--- src/sto_monitor_map.vh ---
/*
  Register indices, field values, reset values and timing constants for the
  torque-off monitor. Assumes inclusion by plain name from the design files.
*/
`ifndef STO_MONITOR_MAP_VH
`define STO_MONITOR_MAP_VH

// ------------------------------------------------------------
// Register indices (16-bit object index, sub-index 0)
// ------------------------------------------------------------
`define REG_SHUTOFF_ALARM_MODE 16'h4190
`define REG_DUAL_CHECK_DELAY 16'h4191
`define REG_RESET_HOLDOFF 16'h4198
`define REG_RESET_CRITERION 16'h4199
`define REG_ALMRST_REEXCITE_EN 16'h419A
`define REG_STOP_REEXCITE_EN 16'h419C

// ------------------------------------------------------------
// Reset values
// ------------------------------------------------------------
`define RST_SHUTOFF_ALARM_MODE 8'h00
`define RST_DUAL_CHECK_DELAY 8'h00
`define RST_RESET_HOLDOFF 8'h00
`define RST_RESET_CRITERION 8'h01
`define RST_ALMRST_REEXCITE_EN 8'h00
`define RST_STOP_REEXCITE_EN 8'h01

// ------------------------------------------------------------
// Field values
// ------------------------------------------------------------
`define CRIT_ON_EDGE 8'h01
`define CRIT_ON_LEVEL 8'h02
`define DUAL_DELAY_MIN_MS 8'h0B
`define DUAL_DELAY_MAX_MS 8'h64
`define HOLDOFF_MAX_MS 8'h64

// ------------------------------------------------------------
// Timing: one millisecond tick at 125 MHz
// ------------------------------------------------------------
`define CLK_FREQ_HZ 125000000
`define TICK_PERIOD_US 1000
`define TICK_CYCLES ((`CLK_FREQ_HZ / 1000000) * `TICK_PERIOD_US)

`endif

--- src/ms_counter.v ---
/*
  Millisecond interval counter: counts ticks while running and flags when the
  programmed number of milliseconds has been reached. Assumes a one-cycle tick
  pulse from the same clock domain.
*/
`timescale 1ns/1ps
`default_nettype none

module ms_counter #(
  parameter WIDTH = 8
) (
  input wire clk_in,
  input wire reset_in,
  input wire run_in,
  input wire tick_in,
  input wire [WIDTH-1:0] limit_in,
  output reg done_out
);

  reg [WIDTH-1:0] count_q;

  // Restart from zero whenever run drops; saturate once the limit is reached.
  always @(posedge clk_in) begin
    if (reset_in || !run_in) begin
      count_q <= {WIDTH{1'b0}};
      done_out <= 1'b0;
    end else begin
      if (count_q >= limit_in) begin
        done_out <= 1'b1;
      end else if (tick_in) begin
        count_q <= count_q + {{(WIDTH-1){1'b0}}, 1'b1};
      end
    end
  end

endmodule // ms_counter

`default_nettype wire

--- src/safe_torque_off_monitor.v ---
/*
  Torque-off monitor: watches two redundant shutoff inputs, raises alarms and
  governs re-excitation of the motor. Registers are reached through a simple
  index/strobe port. Assumes shutoff, reset, alarm-reset and stop inputs are
  asynchronous pins; the register port is synchronous to CLK_IN.

  // How it works
  // - Mode 1 alarms when either shutoff input turns off; mode 0 never.
  // - Other input must follow off within 11..100 ms delay; 0..10 disables.
  // - Shutoff-reset re-excites only when both shutoff inputs are on.
  // - After both on, shutoff-reset ignored until hold-off period elapses.
  // - Criterion 1 re-excites on reset rising edge; 2 while level on.
  // - Alarm-reset rising edge re-excites when enabled; default disabled.
  // - Stop rising edge re-excites when enabled; default enabled.
*/
`timescale 1ns/1ps
`default_nettype none
`include "sto_monitor_map.vh"

module safe_torque_off_monitor #(
  parameter TICK_CYCLES = `TICK_CYCLES
) (
  input wire CLK_IN,
  input wire RESET_IN,
  input wire FIRST_SHUTOFF_INPUT_IN,
  input wire SECOND_SHUTOFF_INPUT_IN,
  input wire SHUTOFF_RESET_INPUT_IN,
  input wire ALARM_RESET_INPUT_IN,
  input wire STOP_INPUT_IN,
  input wire [15:0] REG_INDEX_IN,
  input wire REG_WRITE_IN,
  input wire REG_READ_IN,
  input wire [7:0] REG_WDATA_IN,
  output reg [7:0] REG_RDATA_OUT,
  output reg REG_RVALID_OUT,
  output reg REG_ERROR_OUT,
  output reg TORQUE_OFF_STATE_OUT,
  output reg SHUTOFF_ALARM_OUT,
  output reg DUAL_CHANNEL_ALARM_OUT
);

  // ------------------------------------------------------------
  // Input synchronisers
  // ------------------------------------------------------------
  reg [4:0] sync1_q;
  reg [4:0] sync2_q;
  reg [4:0] prev_q;
  wire [4:0] raw_in;
  assign raw_in = {STOP_INPUT_IN, ALARM_RESET_INPUT_IN, SHUTOFF_RESET_INPUT_IN,
                   SECOND_SHUTOFF_INPUT_IN, FIRST_SHUTOFF_INPUT_IN};

  // Two stages per pin; only the second stage and its delayed copy are read.
  genvar gi;
  generate
    for (gi = 0; gi < 5; gi = gi + 1) begin : g_sync
      always @(posedge CLK_IN) begin
        if (RESET_IN) begin
          sync1_q[gi] <= 1'b0;
          sync2_q[gi] <= 1'b0;
          prev_q[gi] <= 1'b0;
        end else begin
          sync1_q[gi] <= raw_in[gi];
          sync2_q[gi] <= sync1_q[gi];
          prev_q[gi] <= sync2_q[gi];
        end
      end
    end
  endgenerate

  wire first_on;
  wire second_on;
  wire reset_level;
  wire reset_rise;
  wire almrst_rise;
  wire stop_rise;
  wire both_on;
  wire any_fall;
  assign first_on = sync2_q[0];
  assign second_on = sync2_q[1];
  assign reset_level = sync2_q[2];
  assign reset_rise = sync2_q[2] & ~prev_q[2];
  assign almrst_rise = sync2_q[3] & ~prev_q[3];
  assign stop_rise = sync2_q[4] & ~prev_q[4];
  assign both_on = first_on & second_on;
  assign any_fall = (prev_q[0] & ~first_on) | (prev_q[1] & ~second_on);

  // ------------------------------------------------------------
  // Registers
  // ------------------------------------------------------------
  reg [7:0] alarm_mode_q;
  reg [7:0] dual_delay_q;
  reg [7:0] holdoff_q;
  reg [7:0] criterion_q;
  reg [7:0] almrst_en_q;
  reg [7:0] stop_en_q;
  reg hit_d;

  // Address decode for the index port.
  always @* begin
    case (REG_INDEX_IN)
      `REG_SHUTOFF_ALARM_MODE, `REG_DUAL_CHECK_DELAY, `REG_RESET_HOLDOFF,
      `REG_RESET_CRITERION, `REG_ALMRST_REEXCITE_EN, `REG_STOP_REEXCITE_EN: begin
        hit_d = 1'b1;
      end
      default: begin
        hit_d = 1'b0;
      end
    endcase
  end

  // Writes store the full byte; unknown indices flag an error for one cycle.
  always @(posedge CLK_IN) begin
    if (RESET_IN) begin
      alarm_mode_q <= `RST_SHUTOFF_ALARM_MODE;
      dual_delay_q <= `RST_DUAL_CHECK_DELAY;
      holdoff_q <= `RST_RESET_HOLDOFF;
      criterion_q <= `RST_RESET_CRITERION;
      almrst_en_q <= `RST_ALMRST_REEXCITE_EN;
      stop_en_q <= `RST_STOP_REEXCITE_EN;
    end else if (REG_WRITE_IN) begin
      case (REG_INDEX_IN)
        `REG_SHUTOFF_ALARM_MODE: alarm_mode_q <= REG_WDATA_IN;
        `REG_DUAL_CHECK_DELAY: dual_delay_q <= REG_WDATA_IN;
        `REG_RESET_HOLDOFF: holdoff_q <= REG_WDATA_IN;
        `REG_RESET_CRITERION: criterion_q <= REG_WDATA_IN;
        `REG_ALMRST_REEXCITE_EN: almrst_en_q <= REG_WDATA_IN;
        `REG_STOP_REEXCITE_EN: stop_en_q <= REG_WDATA_IN;
        default: alarm_mode_q <= alarm_mode_q;
      endcase
    end
  end

  // Read data answers one cycle after the strobe.
  always @(posedge CLK_IN) begin
    if (RESET_IN) begin
      REG_RDATA_OUT <= 8'h00;
      REG_RVALID_OUT <= 1'b0;
      REG_ERROR_OUT <= 1'b0;
    end else begin
      REG_RVALID_OUT <= REG_READ_IN;
      REG_ERROR_OUT <= (REG_READ_IN | REG_WRITE_IN) & ~hit_d;
      case (REG_INDEX_IN)
        `REG_SHUTOFF_ALARM_MODE: REG_RDATA_OUT <= alarm_mode_q;
        `REG_DUAL_CHECK_DELAY: REG_RDATA_OUT <= dual_delay_q;
        `REG_RESET_HOLDOFF: REG_RDATA_OUT <= holdoff_q;
        `REG_RESET_CRITERION: REG_RDATA_OUT <= criterion_q;
        `REG_ALMRST_REEXCITE_EN: REG_RDATA_OUT <= almrst_en_q;
        `REG_STOP_REEXCITE_EN: REG_RDATA_OUT <= stop_en_q;
        default: REG_RDATA_OUT <= 8'h00;
      endcase
    end
  end

  // ------------------------------------------------------------
  // Millisecond tick
  // ------------------------------------------------------------
  reg [17:0] tick_cnt_q;
  reg tick_q;

  // Shared time base keeps both timers coarse but cheap.
  always @(posedge CLK_IN) begin
    if (RESET_IN) begin
      tick_cnt_q <= 18'h0_0000;
      tick_q <= 1'b0;
    end else if (tick_cnt_q == TICK_CYCLES - 1) begin
      tick_cnt_q <= 18'h0_0000;
      tick_q <= 1'b1;
    end else begin
      tick_cnt_q <= tick_cnt_q + 18'h0_0001;
      tick_q <= 1'b0;
    end
  end

  // ------------------------------------------------------------
  // Alarms
  // ------------------------------------------------------------
  wire mismatch;
  wire dual_enabled;
  wire dual_done;
  // Re-excitation terms are declared here because the alarm clear reads them.
  wire holdoff_done;
  reg reexcite_d;
  reg reset_ok_d;
  assign mismatch = first_on ^ second_on;
  assign dual_enabled = (dual_delay_q >= `DUAL_DELAY_MIN_MS) && (dual_delay_q <= `DUAL_DELAY_MAX_MS);

  ms_counter #(.WIDTH(8)) u_dual_timer (
    .clk_in(CLK_IN),
    .reset_in(RESET_IN),
    .run_in(mismatch & dual_enabled),
    .tick_in(tick_q),
    .limit_in(dual_delay_q),
    .done_out(dual_done)
  );

  // Alarms latch until both inputs are on and a re-excitation is accepted.
  always @(posedge CLK_IN) begin
    if (RESET_IN) begin
      SHUTOFF_ALARM_OUT <= 1'b0;
      DUAL_CHANNEL_ALARM_OUT <= 1'b0;
    end else begin
      if (alarm_mode_q == 8'h01 && any_fall) begin
        SHUTOFF_ALARM_OUT <= 1'b1;
      end else if (reexcite_d) begin
        SHUTOFF_ALARM_OUT <= 1'b0;
      end
      if (dual_done) begin
        DUAL_CHANNEL_ALARM_OUT <= 1'b1;
      end else if (reexcite_d) begin
        DUAL_CHANNEL_ALARM_OUT <= 1'b0;
      end
    end
  end

  // ------------------------------------------------------------
  // Re-excitation control
  // ------------------------------------------------------------
  ms_counter #(.WIDTH(8)) u_holdoff_timer (
    .clk_in(CLK_IN),
    .reset_in(RESET_IN),
    .run_in(both_on & TORQUE_OFF_STATE_OUT),
    .tick_in(tick_q),
    .limit_in(holdoff_q),
    .done_out(holdoff_done)
  );

  // Reset input is judged only after hold-off; other paths need both inputs on.
  always @* begin
    case (criterion_q)
      `CRIT_ON_EDGE: reset_ok_d = reset_rise;
      `CRIT_ON_LEVEL: reset_ok_d = reset_level;
      default: reset_ok_d = 1'b0;
    endcase
    reexcite_d = both_on & TORQUE_OFF_STATE_OUT &
                 ((holdoff_done & reset_ok_d) |
                  (almrst_en_q == 8'h01 & almrst_rise) |
                  (stop_en_q == 8'h01 & stop_rise));
  end

  // Torque-off wins whenever a shutoff input is off.
  always @(posedge CLK_IN) begin
    if (RESET_IN) begin
      TORQUE_OFF_STATE_OUT <= 1'b1;
    end else if (!both_on) begin
      TORQUE_OFF_STATE_OUT <= 1'b1;
    end else if (reexcite_d) begin
      TORQUE_OFF_STATE_OUT <= 1'b0;
    end
  end

endmodule // safe_torque_off_monitor

`default_nettype wire

--- config.mk ---
export PLATFORM = sky130hd
export DESIGN_NAME = safe_torque_off_monitor
export DESIGN_NICKNAME = d
export VERILOG_FILES = /design/src/ms_counter.v /design/src/safe_torque_off_monitor.v
export VERILOG_INCLUDE_DIRS = /design/src
export SDC_FILE = /design/constraint.sdc
export NUM_CORES = 1
export LEC_CHECK = 0
export BUFFER_PORTS_ARGS = -buffer_cell sky130_fd_sc_hd__buf_2
export CORE_AREA = 2 2 115 117
export CTS_CLUSTER_DIAMETER = 80
export DETAILED_ROUTE_END_ITERATION = 7
export DIE_AREA = 0 0 117 119
export HOLD_SLACK_MARGIN = 0.03
export PLACE_DENSITY_LB_ADDON = 0.15
export SLEW_MARGIN = 20
export SYNTH_ARGS = -nofsm -noshare
export SYNTH_HDL_FRONTEND = slang
export SYNTH_SLANG_ARGS = --single-unit
--- constraint.sdc ---
create_clock -name CLK_IN -period 2 [get_ports CLK_IN]
set_clock_uncertainty 0.1 [all_clocks]
set_input_delay 0.1 -clock CLK_IN [delete_from_list [all_inputs] [get_ports CLK_IN]]
set_output_delay 0.1 -clock CLK_IN [all_outputs]
set_load 0.01 [all_outputs]
# Word level (Yosys, flattened, before mapping)
# Cells that the tools add are included.
# totals
ff_bits	113
in_bits	33
output_inout_bits	13
word_cells	105
# op_classes
add_sub_neg	3
magnitude_cmp	4
n_eq_ne	12
mux	7
n_bitwise	27
reduce_logical	19
# op_table
op	n
$eq 16x15->1 const B	6
$pmux 8 s6	1
$eq 8x1->1 const B	4
$add 18x1->18 const B	1
$eq 18x17->1 const B	1
$add 8x1->8 const B	2
$ge 8x8->1	2
$reduce_and 2->1	8
$and 1x1->1	13
$not 1->1	9
$eq 8x2->1 const B	1
$ge 8x4->1 const B	1
$le 8x7->1 const B	1
$reduce_or 6->1	1
$mux 1	5
$or 1x1->1	4
$reduce_bool 2->1	2
$reduce_or 2->1	2
$logic_and 1x1->1	2
$logic_not 1->1	2
$logic_or 1x1->1	2
$pmux 1 s2	1
$xor 1x1->1	1

# Depth between registers and ports, before layout
# Gate-level depths: netlist of run 1.
# depth
depth_word	9
mapped_depth	8
ltp_nobuf	8

# Modules after synthesis
# A second synthesis of run 1 with hierarchy kept.
# hier_totals
cells_unflattened	635
hier_area_um2	5646.7
# by_module_without_submodules
mod	instances	cells_per_inst	area_per_inst_um2	seq_area_each_um2
safe_torque_off_monitor	1	485	4365.4	1901.8
ms_counter	2	75	640.6	180.2

# Worst setup path after synthesis of run 1
# No wires, ideal clock.
# synth_path
path_kind	reg-to-reg
startpoint	register dual_delay_q[2]
endpoint	register u_dual_timer.count_q[7]
setup_time_ns	0.126
t_arrival_ns	1.833
t_required_ns	1.774
slack_ns	-0.059
stages_incl_launch_ff	9
n_path_buf	0
synth_period_minus_slack_ns	2.059
path_cell_list	dfxtp_1 inv_1 ha_1 a211oi_1 o21ai_0 a211oi_2 nand4_1 xor2_1 nor2_1
# synth_between
elab_chain_len	5
elab_cells_between_ends	9
cone_classes	order compare: 3; bitwise: 2; reduce/logical: 4
# synth_lines
item	line	source
start, declared	safe_torque_off_monitor.v:91	reg [7:0] dual_delay_q;
start signal, assigned	safe_torque_off_monitor.v:115	dual_delay_q <= `RST_DUAL_CHECK_DELAY;
$ge 8x4->1 (no line) or $le 8x7->1 (tied branches)	n/a	
$logic_and 1x1->1	safe_torque_off_monitor.v:185	assign dual_enabled = (dual_delay_q >= `DUAL_DELAY_MIN_MS) && (dual_delay_q <= `DUAL_DELAY_MAX_MS);
$and 1x1->1	safe_torque_off_monitor.v:190	.run_in(mismatch & dual_enabled),
$logic_not 1->1	ms_counter.v:24	if (reset_in || !run_in) begin
$logic_or 1x1->1	ms_counter.v:24	
end signal, assigned	ms_counter.v:25	count_q <= {WIDTH{1'b0}};
end signal, assigned	ms_counter.v:31	count_q <= count_q + {{(WIDTH-1){1'b0}}, 1'b1};
end, declared	ms_counter.v:20	reg [WIDTH-1:0] count_q;
# Parallel ways exist; a longest one is shown, timed or not.
# A chain may end at the register's enable or synchronous reset.

# Worst setup path after layout of run 1
# layout_path
startpoint	register u_holdoff_timer.count_q[7]
endpoint	register u_holdoff_timer.count_q[3]
# layout_between
elab_chain_len	3
# layout_lines
item	line	source
start, declared	ms_counter.v:20	
start signal, assigned	ms_counter.v:25	
start signal, assigned	ms_counter.v:31	
$ge 8x8->1	ms_counter.v:28	if (count_q >= limit_in) begin
$not 1->1 (no line)	n/a	
$reduce_and 2->1 (no line)	n/a	
# No other way between the ends.

==> impl_metrics.toml, run 1 <==
[outcome]
outcome = "complete, no violations"

[detailed_routing]
vias_per_cell = 5.12
wl_met1_um = 5960
routedWlPerCell_um = 15.0
wl_met2_um = 5790
routed_wl_um = 12700
dr.first_iter.drc_count = 420
highest_layer = "met4"
wl_met3_um = 662
ant_nets = 0
vias = 4320
drc = 0
drt-pass1-iter-count = 5

[worst_setup_path]
path_class = "reg2reg"
end_kind = "flop"
cp_max_fo = 5
cp.required_ns = 2.24
start_kind = "flop"
cp.arrival_ns = 2.20

[clock_network]
path_clk_slew_ns = 0.05
cts_buffers = 17
cts_tree = "built"
htree_levels = 4
cts_sinks = 113
insertion_delay_ns = 0.41
cts_buffer_depth = 2
cts_root_buffer = "clkbuf_16"

[pwr]
powerDensity_nw_per_um2 = 800
peakVddDrop_v = 0.000683
swShare_pct = 21.0
combPwrFrac_pct = 3.8
p_seq_share_pct = 43.1
power_switching_mw = 1.11
power_mw = 5.29
p_leak_nw = 2.60
internal_power_mw = 4.18
clkPwrFrac_pct = 53.1

[cells_and_area]
seq_area_um2 = 2280
layout_common_cells = "dfxtp_1, nand2_1, nor2_1"
final_cells = 843
n_antenna_cell = 0
n_fill_cell = 1208
nets = 708
final_common_cell = "dfxtp_1"
largest-register = "tick_cnt_q"
largest_reg_flops = 18
multi_input_area_um2 = 2700
area_growth_pct = 32.1
drive_gt1_share_pct = 25.5

[logic_synthesis]
syn_inst = 550
ys_types = 56
syn_nets = 603
ys_ff_latch = 113
ys_seq_area_share_pct = 45.2
synth_edf_count = 0
yosysWarnings = 0
syn_area_per_cell_um2 = 9.11
synthFlopType = "dfxtp_1"
synth_area_um2 = 5010
ys_async_sr_fraction_pct = 0

[floorplanning]
die_y_um = 119
die_x_um = 117
core-area_um2 = 12900
initial_utilization_pct = 38.9
rows = 42
ios = 46
die-area_um2 = 13900

[timing]
hold_viol_final = 0
slew_viol_final = 0
worst_slew_pin_slew_ns = 0.570
fin_crit_sh_pct = 98.1
rsz0062_at_grt = "true"
max_freq_ghz = 0.509
setup_viol = 0
fin_crit_ns = 1.96
slew_headroom_pct = 62.0

[grt]
grt_pass1_wl_um = 20300
grt_pass1_vias = 4065
grt_use_total_pct = 19.0
antenna_found_initial = 0
grt_overflow = 0
grt_max_degree = 64

[placement]
post-dp-hpwl_um = 8830
dp_cells = 785
portBuffers = 45
gp_congestion = 0.784

[run]
cap_viol_max_count = 0

[worst_hold_path]
hold_path.class = "in2reg"
through the flow:
step | setup WS, ns | setup TNS (ns) | cell area, µm² | util [%] | hold slack (ns)
2_1_floorplan | -0.00166 | -0.00166 | 5010 | - | 0.121
3_3_place_gp | 0.0274 | 0 | 5650 | 43.9 | 0.216
3_5_place_dp | -0.0220 | -0.0572 | 5650 | 43.9 | 0.217
4_1_cts | 0.00250 | 0 | 6440 | 50.0 | 0.0311
5_1_grt | -0.0363 | -0.0458 | 6620 | 51.4 | 0.0496
6_report | 0.0373 | 0 | 6620 | 51.4 | 0.0424
area by class of cell:
| cell class | count | area share (%) |
|---|---|---|
| multi-input cells | 396 | 40.8 |
| clock buffers | 25 | 7.49 |
| well taps | 176 | 3.33 |
| repair buffers | 104 | 11.8 |
| flip-flops and latches | 113 | 34.4 |
| inverters | 23 | 1.30 |
| clock inverters | 6 | 0.832 |
worst paths after layout:
| check | startpoint | end | slack (ns) | depth (start not counted) |
|---|---|---|---|---|
| setup / recovery | u_holdoff_timer.count_q[7]$_SDFFE_PP0P_ | u_holdoff_timer.count_q[3]$_SDFFE_PP0P_ | 0.04 | 8 |
| hold / removal | REG_INDEX_IN[13] | REG_ERROR_OUT$_SDFF_PP0_ | 0.04 | 4 |
| setup reg to reg | u_holdoff_timer.count_q[7]$_SDFFE_PP0P_ | u_holdoff_timer.count_q[3]$_SDFFE_PP0P_ | 0.04 | 8 |
| hold reg to reg | sync1_q[3]$_SDFF_PP0_ | sync2_q[3]$_SDFF_PP0_ | 0.33 | 1 |
per-layer routing:
metal / GRT usage, % / vias to the layer above
li1: - / 2156
met1: 26.0 / 2024
met2: 28.5 / 116
met3: 5.09 / 24
met4: 7.21 / 0
met5: 0 / -
cells in the mapped netlist (12+ instances only):
| cell | instances | area [µm²] |
|---|---|---|
| dfxtp_1 | 113 | 2260 |
| xor2_1 | 15 | 131 |
| clkbuf_1 | 12 | 45.0 |
| ha_1 | 20 | 250 |
| nor2b_1 | 19 | 119 |
| mux2i_1 | 25 | 250 |
| o21ai_0 | 12 | 60.1 |
| nor2_1 | 56 | 210 |
| inv_1 | 23 | 86.3 |
| a21oi_1 | 54 | 270 |
| nand2_1 | 58 | 218 |
| nand3_1 | 30 | 150 |
worst max-delay path, stage by stage (launching register included):
cell     delay, ns
dfxtp_2       0.37
ha_4          0.21
a21oi_1       0.14
o21a_1        0.17
nand2_2       0.06
a21o_1        0.20
buf_6         0.13
or3_1         0.36
a21oi_1       0.15
cells by family after synthesis:
kind of cell / synth area share, %
compound gates: 12.3
xor+xnor: 3.50
fa+ha+maj: 5.00
buf+inv: 3.65
flops: 45.2
mux: 5.00
simple gates: 25.4
repair_timing:
item / CTS / global route
pin swaps: 8 / 13
hold buffers: 23 / 0
setup endpoints to repair: 3 / 21
hold endpoints to repair: 61 / 0
buffers inserted: 0 / 4
resized for setup: 3 / 35
power by group through the flow:
| stage | registers (mW) | clock network [mW] | logic [mW] |
|---|---|---|---|
| after floorplan | 2.33 | 0 | 0.0784 |
| after global placement | 2.33 | 0 | 0.160 |
| after detailed placement | 2.33 | 0 | 0.164 |
| after CTS | 2.28 | 2.85 | 0.198 |
| after global routing | 2.28 | 2.96 | 0.215 |
| final | 2.28 | 2.81 | 0.199 |
Note: power is estimated with default switching activity, not from simulation.
==> inputs of run 2 (changes only) <==
==> constraint.sdc (replaced) <==
create_clock -name CLK_IN -period 2.1 [get_ports CLK_IN]
set_clock_uncertainty 0.1 [all_clocks]
set_input_delay 0.105 -clock CLK_IN [delete_from_list [all_inputs] [get_ports CLK_IN]]
set_output_delay 0.105 -clock CLK_IN [all_outputs]
set_load 0.01 [all_outputs]
==> run 2 against run 1 <==
Net effect:
- first-iteration DRC count shrank 25%
- global-route usage is essentially flat
- via count shrank 2.5%
- combinational power shrank 8%
- die area is the same
- critical endpoint is now u_holdoff_timer.count_q[5]$_SDFFE_PP0P_
- final cell count shrank 1.5%
- sequential share of layout area grew 0.78 points
- critical path type unchanged
- clock power grew 2%
- sequential cell count is the same
==> impl_metrics.toml, run 2 (synthesized netlist as in run 1, its figures left out) <==
[timing]
fin_crit_ns = 2.02
setup_viol = 0
max_freq_ghz = 0.494
fin_crit_sh_pct = 96.3
slew_headroom_pct = 61.3
timing.final.ws_setup_ns = 0.0777
worst_slew_pin_slew_ns = 0.581
rsz0062_at_grt = "true"
hold_viol_final = 0
slew_viol_final = 0

[floorplanning]
die_x_um = 117
die-area_um2 = 13900
initial_utilization_pct = 38.9
rows = 42
die_y_um = 119
ios = 46
core-area_um2 = 12900

[worst_hold_path]
min_from = "REG_INDEX_IN[13]"
hold_path.class = "in2reg"

[placement]
dp_cells = 775
placed_area_um2 = 5560
gp_congestion = 0.844
post-dp-hpwl_um = 8780
portBuffers = 45
dp_slack_ns = 0.00920

[grt]
grt_overflow = 0
antenna_found_initial = 0
grt_max_degree = 67
grt_use_total_pct = 19.0
grt_pass1_vias = 4022
grt_pass1_wl_um = 20300

[cells_and_area]
largest_reg_flops = 18
final_cells = 830
fin_area_um2 = 6450
area_growth_pct = 28.7
drive_gt1_share_pct = 21.6
final_common_cell = "dfxtp_1"
nets = 694
n_antenna_cell = 0
largest-register = "tick_cnt_q"
layout_common_cells = "dfxtp_1, nand2_1, nor2_1"

[detailed_routing]
routedWlPerCell_um = 15.2
ant_nets = 0
drc = 0
drt-pass1-iter-count = 8
routed_wl_um = 12600
vias_per_cell = 5.07
vias = 4210
dr.first_iter.drc_count = 315

[clock_network]
insertion_delay_ns = 0.41
cts_tree = "built"
cts_sinks = 113
cts_root_buffer = "clkbuf_16"
cts_buffers = 17
path_clk_slew_ns = 0.05
htree_levels = 4
cts_buffer_depth = 2

[worst_setup_path]
slowest_stage = "or4_4"
reg2reg_from = "holdoff_q[5]$_SDFFE_PP0P_"
path_class = "reg2reg"
end_kind = "flop"
rrSetupSlack_ns = 0.08
start_kind = "flop"
cp_max_fo = 4
cp.arrival_ns = 2.25
timing.critical_path.mode_cell = "a21oi_2"
crit_start = "holdoff_q[5]$_SDFFE_PP0P_"
worst_path_largest_cell_delay_ns = 0.52
cp.required_ns = 2.33
crit_path_cell_trace = "inv_1, ha_4, a21oi_2, o21a_1, nand2_1, a21o_1, or4_4, a21oi_2"

[run]
cap_viol_max_count = 0

[pwr]
p_leak_nw = 2.51
powerDensity_nw_per_um2 = 811
power_mw = 5.23
peakVddDrop_v = 0.000485

[outcome]
outcome = "complete, no violations"
==> run 2: area by class of cell <==
| class | instances | area, µm² |
|---|---|---|
| repair buffers | 90 | 651 |
| clock buffers | 22 | 454 |
| well taps | 176 | 220 |
| flip-flops and latches | 113 | 2270 |
| inverters | 23 | 86.3 |
| multi-input cells | 396 | 2630 |
| clock inverters | 10 | 135 |
| fillers | 1234 | 6430 |
==> run 2: worst paths after layout <==
kind                                                   to  cells past startpoint
setup reg to reg  u_holdoff_timer.count_q[5]$_SDFFE_PP0P_                      8
hold / removal                   REG_ERROR_OUT$_SDFF_PP0_                      4
setup / recovery  u_holdoff_timer.count_q[5]$_SDFFE_PP0P_                      8
hold reg to reg                      second_on$_SDFF_PP0_                      1
==> run 2: stage by stage <==
stage / utilization (%) / setup TNS [ns] / hold slack (ns)
4_1_cts: 49.4 / 0 / 0.0308
6_report: 50.1 / 0 / 0.0490
3_3_place_gp: 43.2 / 0 / 0.219
3_5_place_dp: 43.2 / 0 / 0.220
5_1_grt: 50.1 / -0.126 / 0.0540
2_1_floorplan: - / 0 / 0.126
==> run 2: timing repair <==
item,4_1_cts,5_1_grt
gates resized for setup,0,22
setup endpoints to repair,2,19
hold buffers,20,0
pin swaps,0,4
buffers inserted,1,2
hold endpoints to repair,61,0
==> run 2: worst max-delay path: cells and delay by family (launching register included) <==
kind                     cells  cell delay, ns
adder cells (fa/ha/maj)      1            0.24
flip-flops                   1            0.34
AO/OA/AOI/OAI                4            0.61
AND/OR/NAND/NOR              2            0.59
buffers and inverters        1            0.07
==> run 2: per-layer routing <==
layer,wire (µm),share of wire (%),GRT usage [%]
met5,0,0,0
met4,211,1.7,7.65
met3,612,4.8,4.48
met2,5660,45,27.3
met1,6140,49,27.1
==> run 2: power by group <==
group          switching (mW)  internal [mW]  leakage [nW]
Clock                   0.986           1.89         0.276
Combinational           0.102         0.0825          1.31
Sequential            0.00779           2.16         0.917
